File: src/cbu_pkg.sv
// Shared constants and types for the conditional skip and branch unit
`default_nettype none
package cbu_pkg;
    // Operand field widths
    localparam int unsigned OFF_W    = 7;
    localparam int unsigned BIT_W    = 3;
    localparam int unsigned FLAG_W   = 8;
    localparam int unsigned IO_W     = 8;

    // Program counter steps, in words
    localparam int unsigned STEP_SEQ      = 1;
    localparam int unsigned STEP_SKIP_ONE = 2;
    localparam int unsigned STEP_SKIP_TWO = 3;
    localparam int unsigned STEP_BRANCH   = 1;

    // Operation select from the decoder
    typedef enum logic [2:0] {
        CBU_SKIP_ON_IO_BIT_ONE       = 3'h0,
        CBU_BRANCH_ON_STATUS_BIT_ONE = 3'h1,
        CBU_BRANCH_ON_STATUS_BIT_ZERO = 3'h2,
        CBU_BRANCH_WHEN_EQUAL        = 3'h3,
        CBU_BRANCH_WHEN_UNEQUAL      = 3'h4,
        CBU_BRANCH_BORROW_OUT_ONE    = 3'h5,
        CBU_BRANCH_BORROW_OUT_ZERO   = 3'h6,
        CBU_BRANCH_UNSIGNED_NOT_LOWER = 3'h7
    } cbu_op_t;

    // Sequencer states, Gray along idle, two-left, one-left
    typedef enum logic [1:0] {
        CBU_IDLE     = 2'h0,
        CBU_TWO_LEFT = 2'h1,
        CBU_ONE_LEFT = 2'h3
    } cbu_state_t;

    // Reset values
    localparam logic [1:0] RST_STATE = 2'h0;
endpackage
`default_nettype wire

File: src/cbu_cond.sv
// Condition evaluator for skip and branch operations
`default_nettype none
module cbu_cond #(
    parameter int unsigned ZERO_POS   = 1,   // Equal-result flag position in status word
    parameter int unsigned BORROW_POS = 0    // Borrow-out flag position in status word
) (
    input  wire cbu_pkg::cbu_op_t            op,        // Operation select
    input  wire logic [cbu_pkg::BIT_W-1:0]   bit_sel,   // Bit number for bit tests
    input  wire logic [cbu_pkg::FLAG_W-1:0]  flags,     // Status flag word
    input  wire logic [cbu_pkg::IO_W-1:0]    io_value,  // Addressed I/O register
    output logic                             cond       // Condition holds
);
    import cbu_pkg::*;

    logic sel_flag;
    logic sel_io;
    logic zero_flag;
    logic borrow_flag;

    // Bit picks; flags are read only, never written here
    assign sel_flag    = flags[bit_sel];
    assign sel_io      = io_value[bit_sel];
    assign zero_flag   = flags[ZERO_POS];
    assign borrow_flag = flags[BORROW_POS];

    // Per-operation test
    always_comb begin
        cond = 1'b0;
        unique case (op)
            CBU_SKIP_ON_IO_BIT_ONE:        cond = sel_io;          // [RULE1]
            CBU_BRANCH_ON_STATUS_BIT_ONE:  cond = sel_flag;        // [RULE3]
            CBU_BRANCH_ON_STATUS_BIT_ZERO: cond = ~sel_flag;       // [RULE4]
            CBU_BRANCH_WHEN_EQUAL:         cond = zero_flag;       // [RULE5]
            CBU_BRANCH_WHEN_UNEQUAL:       cond = ~zero_flag;      // [RULE6]
            CBU_BRANCH_BORROW_OUT_ONE:     cond = borrow_flag;     // [RULE7]
            CBU_BRANCH_BORROW_OUT_ZERO:    cond = ~borrow_flag;    // [RULE8]
            CBU_BRANCH_UNSIGNED_NOT_LOWER: cond = ~borrow_flag;    // [RULE9]
        endcase
    end
endmodule
`default_nettype wire

File: src/cbu_unit.sv
// Conditional skip and branch execution unit, top level
//
// Notes on behaviour
// RULE1 - A skip on a set I/O bit advances the program counter by two or three words by the skipped length.
// RULE2 - The I/O-bit skip takes one cycle without skip, two over a one-word and three over a two-word instruction.
// RULE3 - Branch on status bit one loads program counter plus signed offset plus one when that bit is one.
// RULE4 - Branch on status bit zero loads program counter plus offset plus one when that bit is zero.
// RULE5 - Branch when equal takes offset plus one only when the equal-result flag is one.
// RULE6 - Branch when unequal takes offset plus one only when the equal-result flag is zero.
// RULE7 - Branch on borrow-out one takes offset plus one only when the borrow-out flag is one.
// RULE8 - Branch on borrow-out zero takes offset plus one only when the borrow-out flag is zero.
// RULE9 - Unsigned not-lower branch behaves exactly like the borrow-out zero branch.
// RULE10 - No operation here ever writes any status flag.
// RULE11 - A branch takes one cycle when not taken and two when taken, offset being signed words.
`default_nettype none
module cbu_unit #(
    parameter int unsigned PC_W       = 16,  // Program counter width in bits
    parameter int unsigned ZERO_POS   = 1,   // Equal-result flag position
    parameter int unsigned BORROW_POS = 0    // Borrow-out flag position
) (
    input  wire logic                          clk,            // Core clock
    input  wire logic                          rst,            // Async reset, active high
    input  wire logic                          instr_valid,    // Operation offered
    input  wire cbu_pkg::cbu_op_t              instr_op,       // Operation select
    input  wire logic [cbu_pkg::BIT_W-1:0]     instr_bit,      // Bit number
    input  wire logic [cbu_pkg::OFF_W-1:0]     instr_offset,   // Signed word offset
    input  wire logic                          next_two_word,  // Following instr is two words
    input  wire logic [PC_W-1:0]               pc_in,          // Current program counter
    input  wire logic [cbu_pkg::FLAG_W-1:0]    status_flag_word, // Status flags
    input  wire logic [cbu_pkg::IO_W-1:0]      io_reg_value,   // Addressed I/O register
    output logic                               instr_ready,    // Free to take an operation
    output logic                               done,           // Operation finished, pulse
    output logic [PC_W-1:0]                    pc_out,         // New program counter
    output logic                               branch_taken,   // Skip or branch happened
    output logic                               status_write    // Flag write strobe, held low
);
    import cbu_pkg::*;

    cbu_state_t      state;
    cbu_state_t      next_state;
    logic            done_q;
    logic            next_done;
    logic [PC_W-1:0] pc_q;
    logic [PC_W-1:0] next_pc;
    logic            taken_q;
    logic            next_taken;
    logic            cond;
    logic            accept;
    logic            is_skip;
    logic [PC_W-1:0] off_ext;
    logic [PC_W-1:0] pc_seq;
    logic [PC_W-1:0] pc_skip;
    logic [PC_W-1:0] pc_branch;

    cbu_cond #(
        .ZERO_POS   (ZERO_POS),
        .BORROW_POS (BORROW_POS)
    ) u_cond (
        .op       (instr_op),
        .bit_sel  (instr_bit),
        .flags    (status_flag_word),
        .io_value (io_reg_value),
        .cond     (cond)
    );

    // Handshake
    assign instr_ready = (state == CBU_IDLE);
    assign accept      = instr_valid & instr_ready;
    assign is_skip     = (instr_op == CBU_SKIP_ON_IO_BIT_ONE);

    // Target arithmetic; sign extension keeps backward branches correct
    assign off_ext   = {{(PC_W-OFF_W){instr_offset[OFF_W-1]}}, instr_offset};  // [RULE11]
    assign pc_seq    = pc_in + PC_W'(STEP_SEQ);
    assign pc_skip   = pc_in + (next_two_word ? PC_W'(STEP_SKIP_TWO) : PC_W'(STEP_SKIP_ONE));  // [RULE1]
    assign pc_branch = pc_in + off_ext + PC_W'(STEP_BRANCH);  // [RULE3] [RULE4] [RULE5] [RULE6] [RULE7] [RULE8] [RULE9]

    // Sequencer and result next values
    always_comb begin
        next_state = state;
        next_done  = 1'b0;
        next_pc    = pc_q;
        next_taken = taken_q;
        unique case (state)
            CBU_IDLE: begin
                if (accept) begin
                    next_taken = cond;
                    if (!cond) begin
                        next_pc   = pc_seq;             // One cycle, falls through [RULE2] [RULE11]
                        next_done = 1'b1;
                    end else if (is_skip) begin
                        next_pc    = pc_skip;
                        next_state = next_two_word ? CBU_TWO_LEFT : CBU_ONE_LEFT;  // [RULE2]
                    end else begin
                        next_pc    = pc_branch;
                        next_state = CBU_ONE_LEFT;      // Taken branch costs two [RULE11]
                    end
                end
            end
            CBU_TWO_LEFT: begin
                next_state = CBU_ONE_LEFT;
            end
            CBU_ONE_LEFT: begin
                next_state = CBU_IDLE;
                next_done  = 1'b1;
            end
            default: begin
                next_state = CBU_IDLE;                  // Unused code recovers to idle
            end
        endcase
    end

    // Registers
    always_ff @(posedge clk or posedge rst) begin
        if (rst) begin
            state   <= cbu_state_t'(RST_STATE);
            done_q  <= 1'b0;
            pc_q    <= '0;
            taken_q <= 1'b0;
        end else begin
            state   <= next_state;
            done_q  <= next_done;
            pc_q    <= next_pc;
            taken_q <= next_taken;
        end
    end

    // Outputs from flops; flag writes never issued
    assign done         = done_q;
    assign pc_out       = pc_q;
    assign branch_taken = taken_q;
    assign status_write = 1'b0;  // [RULE10]
endmodule
`default_nettype wire

File: config.mk
export PLATFORM = sky130hd
export DESIGN_NAME = cbu_unit
export DESIGN_NICKNAME = d
export VERILOG_FILES = /design/src/cbu_pkg.sv /design/src/cbu_cond.sv /design/src/cbu_unit.sv
export SDC_FILE = /design/constraint.sdc
export NUM_CORES = 1
export LEC_CHECK = 0
export ABC_CLOCK_PERIOD_IN_PS = 2000
export BUFFER_PORTS_ARGS = -buffer_cell sky130_fd_sc_hd__buf_2
export CORE_MARGIN = 1
export CORE_UTILIZATION = 45
export CTS_CLUSTER_DIAMETER = 80
export CTS_CLUSTER_SIZE = 16
export DETAILED_ROUTE_END_ITERATION = 12
export PLACE_DENSITY = 0.7
export SKIP_CTS_REPAIR_TIMING = 1
export SLEW_MARGIN = 30
export SYNTH_ARGS = -nofsm -noshare
export SYNTH_HDL_FRONTEND = slang
export SYNTH_SLANG_ARGS = --single-unit
File: constraint.sdc
create_clock -name clk -period 2 [get_ports clk]
set_clock_uncertainty 0.1 [all_clocks]
set_input_delay 0.2 -clock clk [delete_from_list [all_inputs] [get_ports clk]]
set_output_delay 0.2 -clock clk [all_outputs]
set_load 0.005 [all_outputs]
==> reports/qor.csv <==
metric;value;unit
row_count;26;
powerDensity;712;mW/mm^2
drtPass1Iterations;5;
worstPathArrival;2.05;ns
status;finished, violations left;
ys_types;56;
dpl-instance-area;0.00334;mm^2
wl;7.39;mm
drc;0;
synth_top_area_frac;0.200;
yosysSeqAreaShare;0.200;
violations;hold timing;
cap_violations;0;
fin_cells;496;
vias;2819;
worstReg2RegStart;state[1];
worst_hold_slack;-0.0353;ns
startpoint_type;input pin;
drive_gt1_frac;0.380;
port_buffers;67;
io_pins;69;
synth.area.top_cells;dfrtp_1 20%, ha_1 10%, xnor2_1 9.4%;
cts_tree;done;
final_cell_mix;65 x buf_2, 59 x buf_4, 39 x nand2_1, 27 x xnor2_1, 20 x dfrtp_1;
maxSlewViolCount;0;
fin_nets;498;
rr_endpoint;pc_out[6];
place_inst;489;
wire_per_inst;14.9;um
die_area;0.00587;mm^2
cts_max_path_buffers;2;
gp_congestion;0.946;
hold_viol_final;20;
holdCritPathClass;in -> async;
gr-total-overflow;0;
design_area;0.00354;mm^2
ys.flop_type;dfrtp_1;
synth-edff-count;0;
synthArstFlopShare;1.00;
required;2.10;ns
die-width;76.6;um
diodes;0;
grt_pass1_wl;12.3;mm
start_util;0.478;
ys_seq_elements;20;
cp_max_fo;3;
core-area;0.00524;mm^2
peakVddDrop;0.343;mV
fin_setup_tns;0;ns
cts_buffers;3;
p_leak;1.65;nW
multi_input_area;0.00200;mm^2
reg2reg_depth;7;
final_common_cell;buf_2;
worstMarginPinSlew;0.789;ns
synth_nets;380;
syn_area;0.00250;mm^2
h-tree-depth;1;
cts-root-buf;clkbuf_8;
nFillCells;463;
fin_ws;0.0502;ns
grt_usage;0.256;
setup_viol;0;
max_freq;0.513;GHz
drtIter0Drc;193;
ys_warn_count;0;
clock_latency;0.26;ns
fin_crit_sh;0.975;
grt_setup_unrepaired;true;
netlist_instances;309;
ant_nets;0;
grt_pass1_vias;2716;
dp_hpwl;5.81;mm
syn_to_final_growth;41.5;%
r2r_setup_slack;0.22;ns
synth.avg_cell_area;8.11;um^2
pre_cts_ws;-0.284;ns
min_period;1.95;ns
clkTransAtPathRegs;0.09;ns
cts_sinks;20;
die_h;76.6;um
worst_setup_path_end_kind;flip-flop;
yosysTopAreaCell;dfrtp_1;
via_per_inst;5.68;
slew_headroom;0.474;
antenna_found_initial;0;
grt_max_degree;22;
crit_type;in -> reg;
ff_latch_area;500;um^2
==> per-stage QoR <==
| stage | util | power, mW |
|---|---|---|
| floorplan | - | 1.48 |
| global placement | 0.637 | 2.00 |
| detailed placement | 0.637 | 2.04 |
| CTS | 0.651 | 2.46 |
| global route | 0.677 | 2.71 |
| finish | 0.677 | 2.52 |
==> cell families (layout without fill, tap and decap cells) <==
kind of cell,after synthesis,count (layout),share of synthesized area
DFF,20,20,0.200
muxes,8,8,0.0584
and+or+nand+nor,101,101,0.194
other,1,1,0.00150
xor gates and xnor gates,38,38,0.133
buffers and inverters,27,144,0.0474
AOI/OAI and AO/OA,92,92,0.253
adders and majority gates,22,22,0.113
==> metal layers <==
| layer | up-vias | share of wire | track usage |
|---|---|---|---|
| li1 | 1378 | - | - |
| met1 | 1317 | 0.46 | 0.334 |
| met2 | 112 | 0.47 | 0.431 |
| met3 | 12 | 0.058 | 0.0347 |
| met4 | 0 | 0.014 | 0.0904 |
| met5 | - | 0 | 0 |
==> synthesized netlist by cell type (all sizes together), types with 2 or more instances <==
| cell | number |
|---|---|
| dfrtp | 20 |
| buf | 6 |
| nand3 | 15 |
| nand4 | 4 |
| o21a | 4 |
| mux4 | 4 |
| o221ai | 2 |
| a21oi | 11 |
| or2 | 2 |
| nor2b | 3 |
| a221oi | 3 |
| xnor2 | 27 |
| a31oi | 7 |
| ha | 21 |
| or3 | 3 |
| clkbuf | 9 |
| a211oi | 4 |
| and3 | 4 |
| a21o | 8 |
| mux2i | 3 |
| nand2 | 41 |
| inv | 12 |
| and4 | 3 |
| o211ai | 5 |
| o31ai | 2 |
| nor3 | 2 |
| nor2 | 17 |
| o21ai | 22 |
| o21bai | 3 |
| and2 | 2 |
| o311ai | 3 |
| o2111ai | 6 |
| xor2 | 11 |
| o22ai | 5 |
| nand2b | 2 |
==> layout make-up <==
| type | instances | area share |
|---|---|---|
| repair buffers | 128 | 0.236 |
| clock inverters | 1 | 0.00847 |
| clock buffers | 3 | 0.0117 |
| well taps | 70 | 0.0247 |
| inverters | 12 | 0.0141 |
| multi-input cells | 262 | 0.564 |
| flip-flops and latches | 20 | 0.141 |
==> worst max path at each step <==
stage	start	endpoint	cells after the start
after global routing	instr_offset[0]	pc_out[10]	12
after CTS	instr_bit[0]	pc_out[12]	9
after global placement	pc_in[0]	pc_out[14]	12
after floorplan	pc_in[0]	pc_out[14]	11
final	instr_offset[0]	pc_out[10]	12
after detailed placement	instr_bit[0]	pc_out[12]	9
==> flip-flops by register name, indices dropped and copies added (netlist names) <==
| signal | cells |
|---|---|
| branch_taken | 1 |
| done | 1 |
| state | 2 |
| pc_out | 16 |
==> power breakdown <==
part	leakage (nW)	total, mW	switching (mW)	internal (mW)
registers	0.239	0.715	0.117	0.598
clock network	0.0357	0.421	0.153	0.268
logic	1.37	1.39	0.707	0.679
total	1.65	2.52	0.977	1.54
==> critical path, stage by stage <==
cell	delay [ns]
buf_6	0.10
inv_4	0.04
ha_4	0.13
inv_2	0.03
fa_2	0.34
a211oi_2	0.24
nor2_2	0.09
o31ai_4	0.27
o21bai_1	0.12
xnor2_1	0.25
nand2_1	0.07
a31oi_1	0.16
(Power assumes the default switching activity.)
